[src/hw/cmibs_pkg.sv]
// Overview of operation
// - Mode bit 12 is the global gate: 0 blocks every maskable interrupt.
// - Dispatch needs both the global gate and the interrupt's own unmask.
// - Nesting bit 11 clear: a running handler is never preempted.
// - Nesting off: arrivals latch, dispatch after active handler returns.
// - Nesting on: higher priority request preempts lower priority handler.
// - Nesting on: lower priority arrivals wait for all higher priority handlers.
// - Bit 10 selects secondary bank for data regs 0-7 of both elements.
// - Bit 7 selects secondary bank for data regs 8-15 of both elements.
// - Bit 6 selects secondary bank for generator two regs 8-11.
// - Bit 5 selects secondary bank for generator two regs 12-15.
// - Bit 4 selects secondary bank for generator one regs 0-3.
// - Bit 3 selects secondary bank for generator one regs 4-7.
`default_nettype none

package cmibs_pkg;

  localparam int unsigned CMIBS_ADDR_W   = 8;
  localparam int unsigned CMIBS_DATA_W   = 32;
  localparam int unsigned CMIBS_NUM_IRQ  = 8;
  localparam int unsigned CMIBS_IDX_W    = 3;
  localparam int unsigned CMIBS_NUM_BANK = 6;

  localparam logic [7:0]  CMIBS_MODE_OFS = 8'h00;
  localparam logic [7:0]  CMIBS_STAT_OFS = 8'h04;
  localparam logic [31:0] CMIBS_MODE_RST = 32'h00000000;

  localparam int unsigned CMIBS_IRQ_GATE_BIT = 12;
  localparam int unsigned CMIBS_NEST_BIT     = 11;
  localparam int unsigned CMIBS_DR_LOW_BIT   = 10;
  localparam int unsigned CMIBS_DR_HIGH_BIT  = 7;
  localparam int unsigned CMIBS_A2_LOW_BIT   = 6;
  localparam int unsigned CMIBS_A2_HIGH_BIT  = 5;
  localparam int unsigned CMIBS_A1_LOW_BIT   = 4;
  localparam int unsigned CMIBS_A1_HIGH_BIT  = 3;

  // Bank select vector index i maps to mode bit CMIBS_BANK_BIT[i]
  localparam int unsigned CMIBS_BANK_BIT [CMIBS_NUM_BANK] = '{
    CMIBS_A1_HIGH_BIT, CMIBS_A1_LOW_BIT, CMIBS_A2_HIGH_BIT,
    CMIBS_A2_LOW_BIT, CMIBS_DR_HIGH_BIT, CMIBS_DR_LOW_BIT};

  localparam logic [31:0] CMIBS_MODE_MASK = 32'h00001CF8;

  localparam int unsigned CMIBS_STAT_PEND_LSB = 0;
  localparam int unsigned CMIBS_STAT_ACT_LSB  = 8;

  typedef struct packed {
    logic [CMIBS_ADDR_W-1:0] addr;
    logic [CMIBS_DATA_W-1:0] wdata;
    logic                    wr;
    logic                    rd;
  } cmibs_bus_req_s;

  // Field order matches bank vector index 5 down to 0
  typedef struct packed {
    logic data_regs_low_bank_sel;
    logic data_regs_high_bank_sel;
    logic agen_two_low_bank_sel;
    logic agen_two_high_bank_sel;
    logic agen_one_low_bank_sel;
    logic agen_one_high_bank_sel;
  } cmibs_bank_sel_s;

  typedef struct packed {
    logic [CMIBS_DATA_W-1:0]  mode;
    logic [CMIBS_NUM_IRQ-1:0] pend;
    logic [CMIBS_NUM_IRQ-1:0] act;
    logic [CMIBS_DATA_W-1:0]  rdata;
    logic                     disp;
    logic [CMIBS_IDX_W-1:0]   vec;
  } cmibs_state_s;

endpackage : cmibs_pkg

`default_nettype wire

[src/hw/cmibs_mode_ctrl.sv]
// Implementation choices: the strobed register port and the address map.
`default_nettype none

module cmibs_mode_ctrl
  import cmibs_pkg::*;
(
  input  wire logic                     clk_sys,
  input  wire logic                     rst_n,
  input  wire cmibs_bus_req_s           bus_req,
  output logic [CMIBS_DATA_W-1:0]       bus_rdata,
  input  wire logic [CMIBS_NUM_IRQ-1:0] irq_raise,
  input  wire logic [CMIBS_NUM_IRQ-1:0] irq_unmask,
  input  wire logic                     isr_return,
  output logic                          irq_dispatch,
  output logic [CMIBS_IDX_W-1:0]        irq_dispatch_vec,
  output logic                          irq_in_service,
  output logic                          global_maskable_irq_gate,
  output logic                          irq_nesting_allow,
  output cmibs_bank_sel_s               bank_sel
);

  cmibs_state_s cur_reg;
  cmibs_state_s cur_next;

  logic [CMIBS_NUM_BANK-1:0] bank_vec;
  logic [CMIBS_NUM_IRQ-1:0]  eligible;
  logic [CMIBS_NUM_IRQ-1:0]  cand;
  logic [CMIBS_NUM_IRQ-1:0]  below_top;
  logic [CMIBS_NUM_IRQ-1:0]  disp_onehot;
  logic [CMIBS_NUM_IRQ-1:0]  ret_onehot;
  logic [CMIBS_DATA_W-1:0]   status_word;
  logic                      top_valid;
  logic                      cand_valid;
  logic [CMIBS_IDX_W-1:0]    cand_idx;
  logic [CMIBS_NUM_IRQ-1:0]  pend_nxt;
  logic [CMIBS_NUM_IRQ-1:0]  act_nxt;
  logic [CMIBS_NUM_IRQ-1:0]  stat_clr;
  logic [CMIBS_NUM_IRQ-1:0]  retire;
  logic [CMIBS_NUM_IRQ:0]    act_seen;
  logic [CMIBS_NUM_IRQ:0]    cand_seen;

  // Lowest index wins: index 0 is the highest priority
  function automatic logic [CMIBS_IDX_W-1:0] lowest_idx(
    input logic [CMIBS_NUM_IRQ-1:0] v
  );
    logic [CMIBS_IDX_W-1:0] r;
    r = '0;
    for (int i = CMIBS_NUM_IRQ - 1; i >= 0; i--)
    begin
      if (v[i])
      begin
        r = CMIBS_IDX_W'(i);
      end
    end
    return r;
  endfunction

  // Prefix chains make index 0 the highest priority without a wide mux
  assign act_seen[0]  = 1'b0;
  assign cand_seen[0] = 1'b0;

  assign stat_clr = (bus_req.wr && (bus_req.addr == CMIBS_STAT_OFS))
                  ? bus_req.wdata[CMIBS_STAT_PEND_LSB +: CMIBS_NUM_IRQ]
                  : '0;

  generate
    for (genvar s = 0; s < CMIBS_NUM_IRQ; s++)
    begin : g_src
      assign eligible[s] = cur_reg.pend[s]
                         & irq_unmask[s]
                         & cur_reg.mode[CMIBS_IRQ_GATE_BIT];

      // Innermost handler is the lowest active index
      assign act_seen[s+1] = act_seen[s] | cur_reg.act[s];
      assign ret_onehot[s] = cur_reg.act[s] & ~act_seen[s];
      assign below_top[s]  = ~act_seen[s+1];

      assign cand_seen[s+1] = cand_seen[s] | cand[s];
      assign disp_onehot[s] = cand[s] & ~cand_seen[s];

      // A return and a dispatch in one cycle hit different indices
      assign retire[s]  = ret_onehot[s] & isr_return;
      assign act_nxt[s] = (cur_reg.act[s] & ~retire[s]) | disp_onehot[s];

      // Arrivals latch while blocked; a new raise beats any clear
      assign pend_nxt[s] = irq_raise[s]
                         | (cur_reg.pend[s] & ~disp_onehot[s] & ~stat_clr[s]);
    end
  endgenerate

  always_comb
  begin
    top_valid = |cur_reg.act;

    if (!top_valid)
    begin
      cand = eligible;
    end
    else if (cur_reg.mode[CMIBS_NEST_BIT])
    begin
      // Only strictly higher priority than the innermost handler
      cand = eligible & below_top;
    end
    else
    begin
      cand = '0;
    end

    cand_valid  = |cand;
    cand_idx    = lowest_idx(cand);

    status_word = '0;
    status_word[CMIBS_STAT_PEND_LSB +: CMIBS_NUM_IRQ] = cur_reg.pend;
    status_word[CMIBS_STAT_ACT_LSB +: CMIBS_NUM_IRQ]  = cur_reg.act;
  end

  always_comb
  begin
    cur_next       = cur_reg;
    cur_next.disp  = cand_valid;
    cur_next.vec   = cand_valid ? cand_idx : cur_reg.vec;
    cur_next.rdata = '0;

    if (bus_req.wr && (bus_req.addr == CMIBS_MODE_OFS))
    begin
      // Bits outside this block's fields are not stored and read as zero
      cur_next.mode = bus_req.wdata & CMIBS_MODE_MASK;
    end

    if (bus_req.rd)
    begin
      case (bus_req.addr)
        CMIBS_MODE_OFS:
        begin
          cur_next.rdata = cur_reg.mode;
        end
        CMIBS_STAT_OFS:
        begin
          cur_next.rdata = status_word;
        end
        default:
        begin
          cur_next.rdata = '0;
        end
      endcase
    end

    // Software may drop stale requests by writing ones to the status word
    cur_next.act  = act_nxt;
    cur_next.pend = pend_nxt;
  end

  always_ff @(posedge clk_sys or negedge rst_n)
  begin
    if (!rst_n)
    begin
      cur_reg.mode  <= CMIBS_MODE_RST;
      cur_reg.pend  <= '0;
      cur_reg.act   <= '0;
      cur_reg.rdata <= '0;
      cur_reg.disp  <= 1'b0;
      cur_reg.vec   <= '0;
    end
    else
    begin
      cur_reg <= cur_next;
    end
  end

  // Each select is wired from its own mode bit alone; no other mode
  // bit, interrupt state or bus input feeds it.
  generate
    for (genvar g = 0; g < CMIBS_NUM_BANK; g++)
    begin : g_bank
      assign bank_vec[g] = cur_reg.mode[CMIBS_BANK_BIT[g]];
    end
  endgenerate

  assign bank_sel =
    cmibs_bank_sel_s'(bank_vec);

  assign bus_rdata                = cur_reg.rdata;
  assign irq_dispatch             = cur_reg.disp;
  assign irq_dispatch_vec         = cur_reg.vec;
  assign irq_in_service           = |cur_reg.act;
  assign global_maskable_irq_gate = cur_reg.mode[CMIBS_IRQ_GATE_BIT];
  assign irq_nesting_allow        = cur_reg.mode[CMIBS_NEST_BIT];

endmodule // cmibs_mode_ctrl

`default_nettype wire

[config.mk]
export PLATFORM = sky130hd
export DESIGN_NAME = cmibs_mode_ctrl
export DESIGN_NICKNAME = d
export VERILOG_FILES = /design/src/hw/cmibs_pkg.sv /design/src/hw/cmibs_mode_ctrl.sv
export SDC_FILE = /design/constraint.sdc
export NUM_CORES = 1
export LEC_CHECK = 0
export BUFFER_PORTS_ARGS = -buffer_cell sky130_fd_sc_hd__buf_2
export CAP_MARGIN = 30
export CORE_ASPECT_RATIO = 0.7
export CORE_MARGIN = 5
export CORE_UTILIZATION = 40
export CTS_CLUSTER_SIZE = 8
export DETAILED_ROUTE_END_ITERATION = 10
export PLACE_DENSITY = 0.7
export SLEW_MARGIN = 30
export SYNTH_ARGS = -nofsm -noshare
export SYNTH_HDL_FRONTEND = slang
export SYNTH_SLANG_ARGS = --single-unit
[constraint.sdc]
create_clock -name clk_sys -period 5.9 [get_ports clk_sys]
set_input_delay 1.18 -clock clk_sys [delete_from_list [all_inputs] [get_ports clk_sys]]
set_output_delay 1.18 -clock clk_sys [all_outputs]
set_load 0.01 [all_outputs]
==> impl_metrics.ini, run 1 <==
[setup_path]
path_max_fanout = 6
worstPathArrival_ns = 1.53
path_buf_inv = 1
path_depth = 3
worstSetupStartpoint = cur_reg[37]
required_ns = 4.72
path_cells = nor3_1, nand3_1, buf_2
rr_worst_depth = 5
cp_top_family = simple AND/OR/NAND/NOR gates
end_kind = primary output
cp_slowest_cell = dfrtp_1
worst-setup-path-type = reg -> out
start_kind = flip-flop
slowest_delay_ns = 0.45
r2r_start = global_maskable_irq_gate

[drt]
drc = 0
vias = 1717
wl_um = 5350
drtIter0Drc = 80
vias_per_cell = 4.934
ant_nets = 0
wl_per_cell_um = 15.37
drtPass1Iterations = 4

[yosys]
synth_compound_area_share_pct = 11.61
synth_xor_area_share_pct = 0
synthSimpleGateAreaFrac_pct = 19.08
ys.flop_type = dfrtp_1
avgSynthCellArea_sq_um = 10.30
muxShareOfSynthArea_pct = 7.308
synthesis.instances = 226
synthAdderAreaFrac_pct = 0
synth.distinct_cells = 49
syn-cell-area_sq_mm = 0.002328
synth_top_family_by_area = simple AND/OR/NAND/NOR gates
yosys_warnings = 0
async_flop_share_pct = 100.0
ys_seq_elements = 44
ys_seq_area_share_pct = 47.29
synth_edf_count = 0

[pwr]
leakage_nw = 1.380
power-per-cell-area_mw_per_mm2 = 254.0
p_sw_share_pct = 30.68
vdd_drop_max_mv = 0.1022
pwr-share-comb_pct = 19.4
p_sw_w = 0.0002021
clkPwrFrac_pct = 29.8
seqPwrFrac_pct = 50.9
power.internal_w = 0.0004568

[global_routing]
grt_antenna_before_repair = 0
grt_overflow = 0
grt_max_degree = 45
grt_pass1_wl_um = 8397
grt_pass1_vias = 1682
grtUsageTotal_pct = 14.72

[sta]
slew-limit-headroom_pct = 58.58
fmax_mhz = 368.5
skew_ns = 0.009574
rsz0062_at_grt = no
period_share_pct = 45.99
hold_violations = 0
setup_viol = 0
worst_hold_slack_ns = 0.5083
period_minus_slack_ns = 2.714
worst_pin_slew_ns = 0.6166
tns_ns = 0
slew_viol_final = 0

[floorplanning]
core_area_sq_mm = 0.005698
pin_count = 106
start_util_pct = 40.87
fp.dieW_um = 101.2
die_area_sq_mm = 0.007471
std_cell_rows = 23
die-height_um = 73.84

[place]
gp_congestion = 0.8817
portBuffers = 68
hpwl_um = 4136

[layout]
drive_gt1_share_pct = 36.63
fin_util_pct = 45.52
areaGrowthSynthToFinish_pct = 11.39
n_fill_cell = 593
antennaDiodeCount = 0
nets = 333
layout_commonest_cell = buf_2
largest_register_ffs = 16
layout_common_cells = 67 x buf_2, 44 x dfrtp_1, 25 x nand2_1

[clock_tree]
clk_latency_ns = 0.30
cts_htree_levels = 2
path_clk_slew_ns = 0.09
cts.path.max_buffers = 2
cts_sinks = 44
clock-root-buffer = clkbuf_8
cts_hold_buf = 0
tritoncts.num_buffers = 5
post_cts_resized = 0
cts_setup_buffers = 0
cts_tree = yes

[min_path]
hp-class = reg -> reg
min-delay-start = irq_dispatch_vec[2]
min_path_cells = 2

[flow_run]
cap_violations = 0

[status]
status = completed
==> worst paths after layout <==
check | end | slack, ns
max | irq_in_service | 3.19
min | irq_dispatch_vec[2] | 0.51
max reg2reg | cur_reg[42] | 3.80
min reg2reg | irq_dispatch_vec[2] | 0.51
max in group asynchronous | bank_sel[5] | 4.65
min in group asynchronous | irq_dispatch | 0.86
==> synthesized netlist by cell type (3+ instances only) <==
library cell   n  area, sq um
a21o_1         3        22.52
a31o_2         3        26.28
nor2_1        15        56.30
mux2i_1        8        80.08
dfrtp_1       44         1101
o21ai_0        5        25.02
nand2_1       25        93.84
and3_1         7        43.79
nand3_1        6        30.03
nand2b_1       4        25.02
nor3_1         3        15.01
buf_4         41        307.8
a21oi_1        7        35.03
inv_1          5        18.77
mux2_2         8        90.09
==> stage by stage <==
stage | area (sq um) | total power, W | setup slack (ns) | cells
floorplan | 2385 | 0.0004387 | 3.264 | 241
global placement | 2499 | 0.0004657 | 2.926 | 340
detailed placement | 2501 | 0.0004695 | 2.900 | 340
CTS | 2594 | 0.0006659 | 3.192 | 348
global route | 2594 | 0.0006956 | 3.094 | 348
finish | 2594 | 0.0006589 | 3.186 | 348
==> worst register-to-register path, cell delays in order, from the launching register on <==
cell	delay (ns)
dfrtp_1	0.51
or4b_1	0.62
a21o_2	0.26
o22ai_2	0.20
nor2_2	0.13
a32o_1	0.28
==> cells by family (layout without fill, tap and decap cells) <==
| group | Yosys count | in the layout |
|---|---|---|
| AO/OA/AOI/OAI | 35 | 35 |
| multiplexers | 16 | 16 |
| other | 1 | 16 |
| AND/OR/NAND/NOR | 81 | 81 |
| buffers and inverters | 49 | 81 |
| flip-flops | 44 | 44 |
==> cell type report <==
type | count | area (sq um) | area share (%)
clock buffer | 5 | 68.82 | 2.653
inverter | 5 | 18.77 | 0.7236
timing repair buffer | 68 | 342.8 | 13.22
clock inverter | 3 | 23.77 | 0.9165
tap | 75 | 93.84 | 3.618
sequential | 44 | 1101 | 42.45
multi-input combinational | 148 | 944.7 | 36.42
==> power by group through the flow <==
stage          Clock [W]  Combinational, W  Sequential (W)
6_report        0.000196          0.000128        0.000335
5_1_grt         0.000216          0.000142        0.000338
4_1_cts         0.000202          0.000129        0.000335
3_5_place_dp           0          0.000129        0.000341
3_3_place_gp           0          0.000126        0.000340
2_1_floorplan          0          0.000101        0.000338
==> per-layer routing <==
layer / routed length [um] / vias up / GRT usage [%] / share of wire, %
li1: - / 820 / - / -
met5: 0 / - / 0 / 0
met4: 41 / 0 / 3.540 / 0.77
met3: 561 / 5 / 5.028 / 10
met1: 2429 / 821 / 20.89 / 45
met2: 2318 / 71 / 21.59 / 43
Note: power is estimated with default switching activity, not from simulation.
==> run 2, diff against run 1 <==
- ABC_AREA: unset -> 1
- PLACE_DENSITY: 0.7 -> 0.72
- clock period: 5.9 -> 2.25 ns (I/O delays scaled with it)
==> impl_metrics.ini, run 2 <==
[status]
status = completed

[pwr]
vdd_drop_max_mv = 0.3910
leakage_nw = 1.555
power-per-cell-area_mw_per_mm2 = 640.4

[sta]
setup_viol = 0
slew_viol_final = 0
tns_ns = 0
fmax_mhz = 549.1
period_share_pct = 80.94
period_minus_slack_ns = 1.821
hold_violations = 0
rsz0062_at_grt = no
skew_ns = 0.007600

[floorplanning]
std_cell_rows = 24
die-height_um = 75.73
die_area_sq_mm = 0.007867
start_util_pct = 40.50
core_area_sq_mm = 0.006096
fp.dieW_um = 103.9
pin_count = 106

[yosys]
async_flop_share_pct = 100.0
synthesis.instances = 283
ys.flop_type = dfrtp_1
avgSynthCellArea_sq_um = 8.723
yosys-top-cells-area = dfrtp_1 45%, buf_4 12%, nand2_1 7.6%
netlist.area_leader.share_pct = 44.60
yosys.area.top_type = dfrtp_1
ys_seq_elements = 44
synth_edf_count = 0
synth.distinct_cells = 33
synth_top_cells_by_count = 50 x nand2_1, 44 x dfrtp_1, 41 x buf_4
syn-cell-area_sq_mm = 0.002469
synth_most_common_cell = nand2_1
yosys_warnings = 0
ys_seq_area_share_pct = 44.60

[layout]
n_fill_cell = 639
drive_gt1_share_pct = 33.43
antennaDiodeCount = 0
areaGrowthSynthToFinish_pct = 11.96
fin_util_pct = 45.34
area.sequential_sq_mm = 0.001101
layout_commonest_cell = buf_2
layout_common_cells = 68 x buf_2, 50 x nand2_1, 44 x dfrtp_1
nets = 395
multi_input_comb_area_sq_um = 952.2
largest_register_ffs = 16

[global_routing]
grtUsageTotal_pct = 15.20
grt_pass1_vias = 1948
grt_overflow = 0
grt_pass1_wl_um = 9487
grt_max_degree = 25
grt_antenna_before_repair = 0

[clock_tree]
post_cts_resized = 0
cts_setup_buffers = 0
cts_htree_levels = 2
cts_hold_buf = 0
cts_sinks = 44
cts_tree = yes
clock-root-buffer = clkbuf_8
clk_latency_ns = 0.30
tritoncts.num_buffers = 5
path_clk_slew_ns = 0.08
cts.path.max_buffers = 2

[drt]
vias = 1892
wl_met3_um = 479
wl_um = 5610
wl_met1_um = 2706
drtIter0Drc = 70
vias_per_cell = 4.581
drtPass1Iterations = 4
wl_per_cell_um = 13.58
drc = 0
ant_nets = 0
wl_met2_um = 2358
routed.top_layer = met4

[setup_path]
slowest_delay_ns = 0.45
required_ns = 1.80
worstPathArrival_ns = 1.37
worst-setup-path-type = reg -> out
cp_top_family = flip-flops
end_kind = primary output
path_cells = nor2_4, nand2_4, nor2_8, inv_1, buf_2
path_buf_inv = 2
path_max_fanout = 5
start_kind = flip-flop
cp_slowest_cell = dfrtp_1

[min_path]
hp-class = in -> async

[place]
portBuffers = 68
gp_congestion = 0.8251
hpwl_um = 4491

[flow_run]
cap_violations = 0
-- run 2: cell type report --
cell class,count,area share [%]
clock buffer,6,2.988
clock inverter,2,0.3622
inverter,38,5.161
multi-input combinational,172,34.45
sequential,44,39.84
tap,78,3.531
timing repair buffer,73,13.67
-- run 2: per-layer routing --
layer | global-route usage [%] | vias up
met5 | 0 | -
met4 | 5.029 | 0
met3 | 5.927 | 7
met2 | 22.88 | 59
met1 | 20.32 | 892
li1 | - | 934
-- run 2: stage by stage --
step	area, sq um	total power (W)	hold slack, ns	setup WS, ns	instances
after global routing	2764	0.001878	0.1422	0.3359	413
final	2764	0.001770	0.1139	0.4289	413
after global placement	2671	0.001264	0.4432	0.5330	405
after detailed placement	2671	0.001271	0.4467	0.4956	405
after floorplan	2525	0.001190	0.1544	0.7987	298
after CTS	2764	0.001793	0.1214	0.4179	413
-- run 2: path summary, 6_finish.rpt --
path,endpoint,start,depth (start not counted),slack (ns)
setup reg to reg,cur_reg[42],global_maskable_irq_gate,5,0.64
max in group asynchronous,bank_sel[2],rst_n,2,1.86
hold reg to reg,bank_sel[0],bank_sel[0],2,0.52
setup / recovery,irq_in_service,cur_reg[39],5,0.43
min in group clk_sys,cur_reg[51],irq_raise[7],3,0.33
hold / removal,bus_rdata[1],rst_n,2,0.11
-- run 2: where the power goes --
| group | switching (W) | internal (W) |
|---|---|---|
| logic | 0.000235 | 0.000138 |
| registers | 0.0000408 | 0.000842 |
| clock network | 0.000268 | 0.000245 |
-- run 2: cell families after synthesis --
| kind of cell | Yosys count | synth area share [%] |
|---|---|---|
| AOI/OAI and AO/OA | 36 | 9.732 |
| buffers and inverters | 82 | 19.11 |
| DFF | 44 | 44.60 |
| muxes | 3 | 1.368 |
| other | 1 | 0.1519 |
| and+or+nand+nor | 117 | 25.04 |
==> run 3, diff against run 2 <==
- ABC_AREA: 1 -> 0
- PLACE_DENSITY: 0.72 -> 0.7
- clock period: 2.25 -> 1.7 ns (I/O delays scaled with it)
==> impl_metrics.ini, run 3 (synthesis gave the netlist of run 1 again) <==
[sta]
period_share_pct = 111.1
fmax_mhz = 529.7
hold_violations = 0
period_minus_slack_ns = 1.888
tns_ns = -1.920
slew_viol_final = 0
setup_ws_ns = -0.1879
rsz0062_at_grt = yes
setup_viol = 14
skew_ns = 0.002419

[layout]
drive_gt1_share_pct = 49.84
antennaDiodeCount = 0
layout_common_cells = 67 x buf_2, 42 x dfrtp_1, 36 x buf_4
areaGrowthSynthToFinish_pct = 32.94
nets = 375
largest_register_ffs = 16
layout_commonest_cell = buf_2
final_area_sq_mm = 0.003095
n_fill_cell = 540
multi_input_comb_area_sq_mm = 0.001066
area.sequential_sq_mm = 0.001104

[clock_tree]
cts_tree = yes
clk_latency_ns = 0.31
clock-root-buffer = clkbuf_8
cts.path.max_buffers = 2
cts_htree_levels = 2
tritoncts.num_buffers = 5
cts_sinks = 44
path_clk_slew_ns = 0.08

[pwr]
p_sw_w = 0.0007631
p_sw_share_pct = 28.28
leakage_nw = 1.653
clkPwrFrac_pct = 31.8
seqPwrFrac_pct = 42.7
power.internal_w = 0.001935
power-per-cell-area_mw_per_mm2 = 871.7
pwr-share-comb_pct = 25.5
vdd_drop_max_mv = 0.4445
p_total_w = 0.002698

[place]
portBuffers = 68
hpwl_um = 4564
gp_congestion = 0.9106
postPlaceCellArea_sq_mm = 0.002815

[setup_path]
required_ns = 1.89
end_kind = flip-flop
start_kind = flip-flop
path_max_fanout = 6
worstPathArrival_ns = 2.07
slowest_delay_ns = 0.60
cp_slowest_cell = or4b_4
worst-setup-path-type = reg -> reg
path_cells = or4b_4, a21o_4, o22ai_4, buf_4, buf_6, o31ai_2

[floorplanning]
core_area_sq_mm = 0.005698
die-height_um = 73.84
fp.dieW_um = 101.2
die_area_sq_mm = 0.007471
pin_count = 106
std_cell_rows = 23
start_util_pct = 40.87

[global_routing]
grt_max_degree = 45
grt_overflow = 0
grt_pass1_vias = 1954
grtUsageTotal_pct = 16.45
grt_pass1_wl_um = 9349
grt_antenna_before_repair = 0

[status]
status = finished with violations
violations = setup timing

[drt]
drc = 0
wl_per_cell_um = 15.42
vias = 1853
ant_nets = 0
vias_per_cell = 4.751
drtPass1Iterations = 4
drtIter0Drc = 74
wl_um = 6015

[flow_run]
cap_violations = 0

[min_path]
hp-class = in -> reg
run 3: cell count changes in the layout (fill, tap and decap cells not counted), moves of 5 or more:
cell and change:
buf_6 +5, nor2_1 -10, mux2_2 +5, o21ai_0 -8, inv_1 -31, buf_4 +31
and3_1 +7, mux2i_1 +8, nand3_1 -13, nand2_1 -26
run 3: worst paths after layout:
check | startpoint | end | slack, ns | depth (start not counted)
setup / recovery | cur_reg[37] | cur_reg[43] | -0.19 | 6
hold / removal | irq_raise[3] | cur_reg[47] | 0.22 | 2
setup reg to reg | cur_reg[37] | cur_reg[43] | -0.19 | 6
hold reg to reg | irq_dispatch_vec[2] | irq_dispatch_vec[2] | 0.51 | 2
max in group asynchronous | rst_n | cur_reg[40] | 0.94 | 3
min in group asynchronous | rst_n | cur_reg[39] | 0.53 | 3
run 3: cell type report:
class / instances / area share (%)
repair buffers: 110 / 22.35
inverters: 5 / 0.6063
clock inverters: 2 / 1.253
multi-input cells: 148 / 34.44
clock buffers: 6 / 2.668
flip-flops and latches: 44 / 35.65
well taps: 75 / 3.032
run 3: critical path, delay by kind of cell (launching register included):
kind                   cells  cell delay [ns]
DFF                        1             0.38
AOI/OAI and AO/OA          3             0.53
buffers and inverters      2             0.25
and+or+nand+nor            1             0.60
run 3: timing repair:
| item | 4_1_cts | 5_1_grt |
|---|---|---|
| pin swaps | 0 | 8 |
| hold buffers | 1 | 0 |
| buffers inserted | 3 | 2 |
| setup endpoints to repair | 17 | 19 |
| resized for setup | 5 | 19 |
| endpoints found under the hold margin | 16 | 0 |
| gates cloned | 0 | 0 |
run 3: power by group through the flow:
stage          logic [W]  registers (W)  clock network, W
2_1_floorplan   0.000354        0.00117                 0
3_3_place_gp    0.000576        0.00117                 0
3_5_place_dp    0.000585        0.00117                 0
4_1_cts         0.000620        0.00115          0.000882
5_1_grt         0.000751        0.00116          0.000919
6_report        0.000689        0.00115          0.000857
run 3: metal layers:
layer,wire length (um),global-route usage (%),vias up
li1,-,-,903
met1,2731,21.95,885
met2,2795,25.72,53
met3,375,4.459,12
met4,112,6.047,0
met5,0,0,-
run 3: per-stage QoR:
stage | cells | util, % | setup WS, ns | hold slack (ns)
after floorplan | 241 | - | -0.1807 | 0.04441
after global placement | 378 | 49.41 | -0.2552 | 0.3303
after detailed placement | 378 | 49.41 | -0.2886 | 0.3350
after CTS | 390 | 52.59 | -0.1795 | 0.2103
after global routing | 390 | 54.33 | -0.2591 | 0.2120
final | 390 | 54.33 | -0.1879 | 0.2181
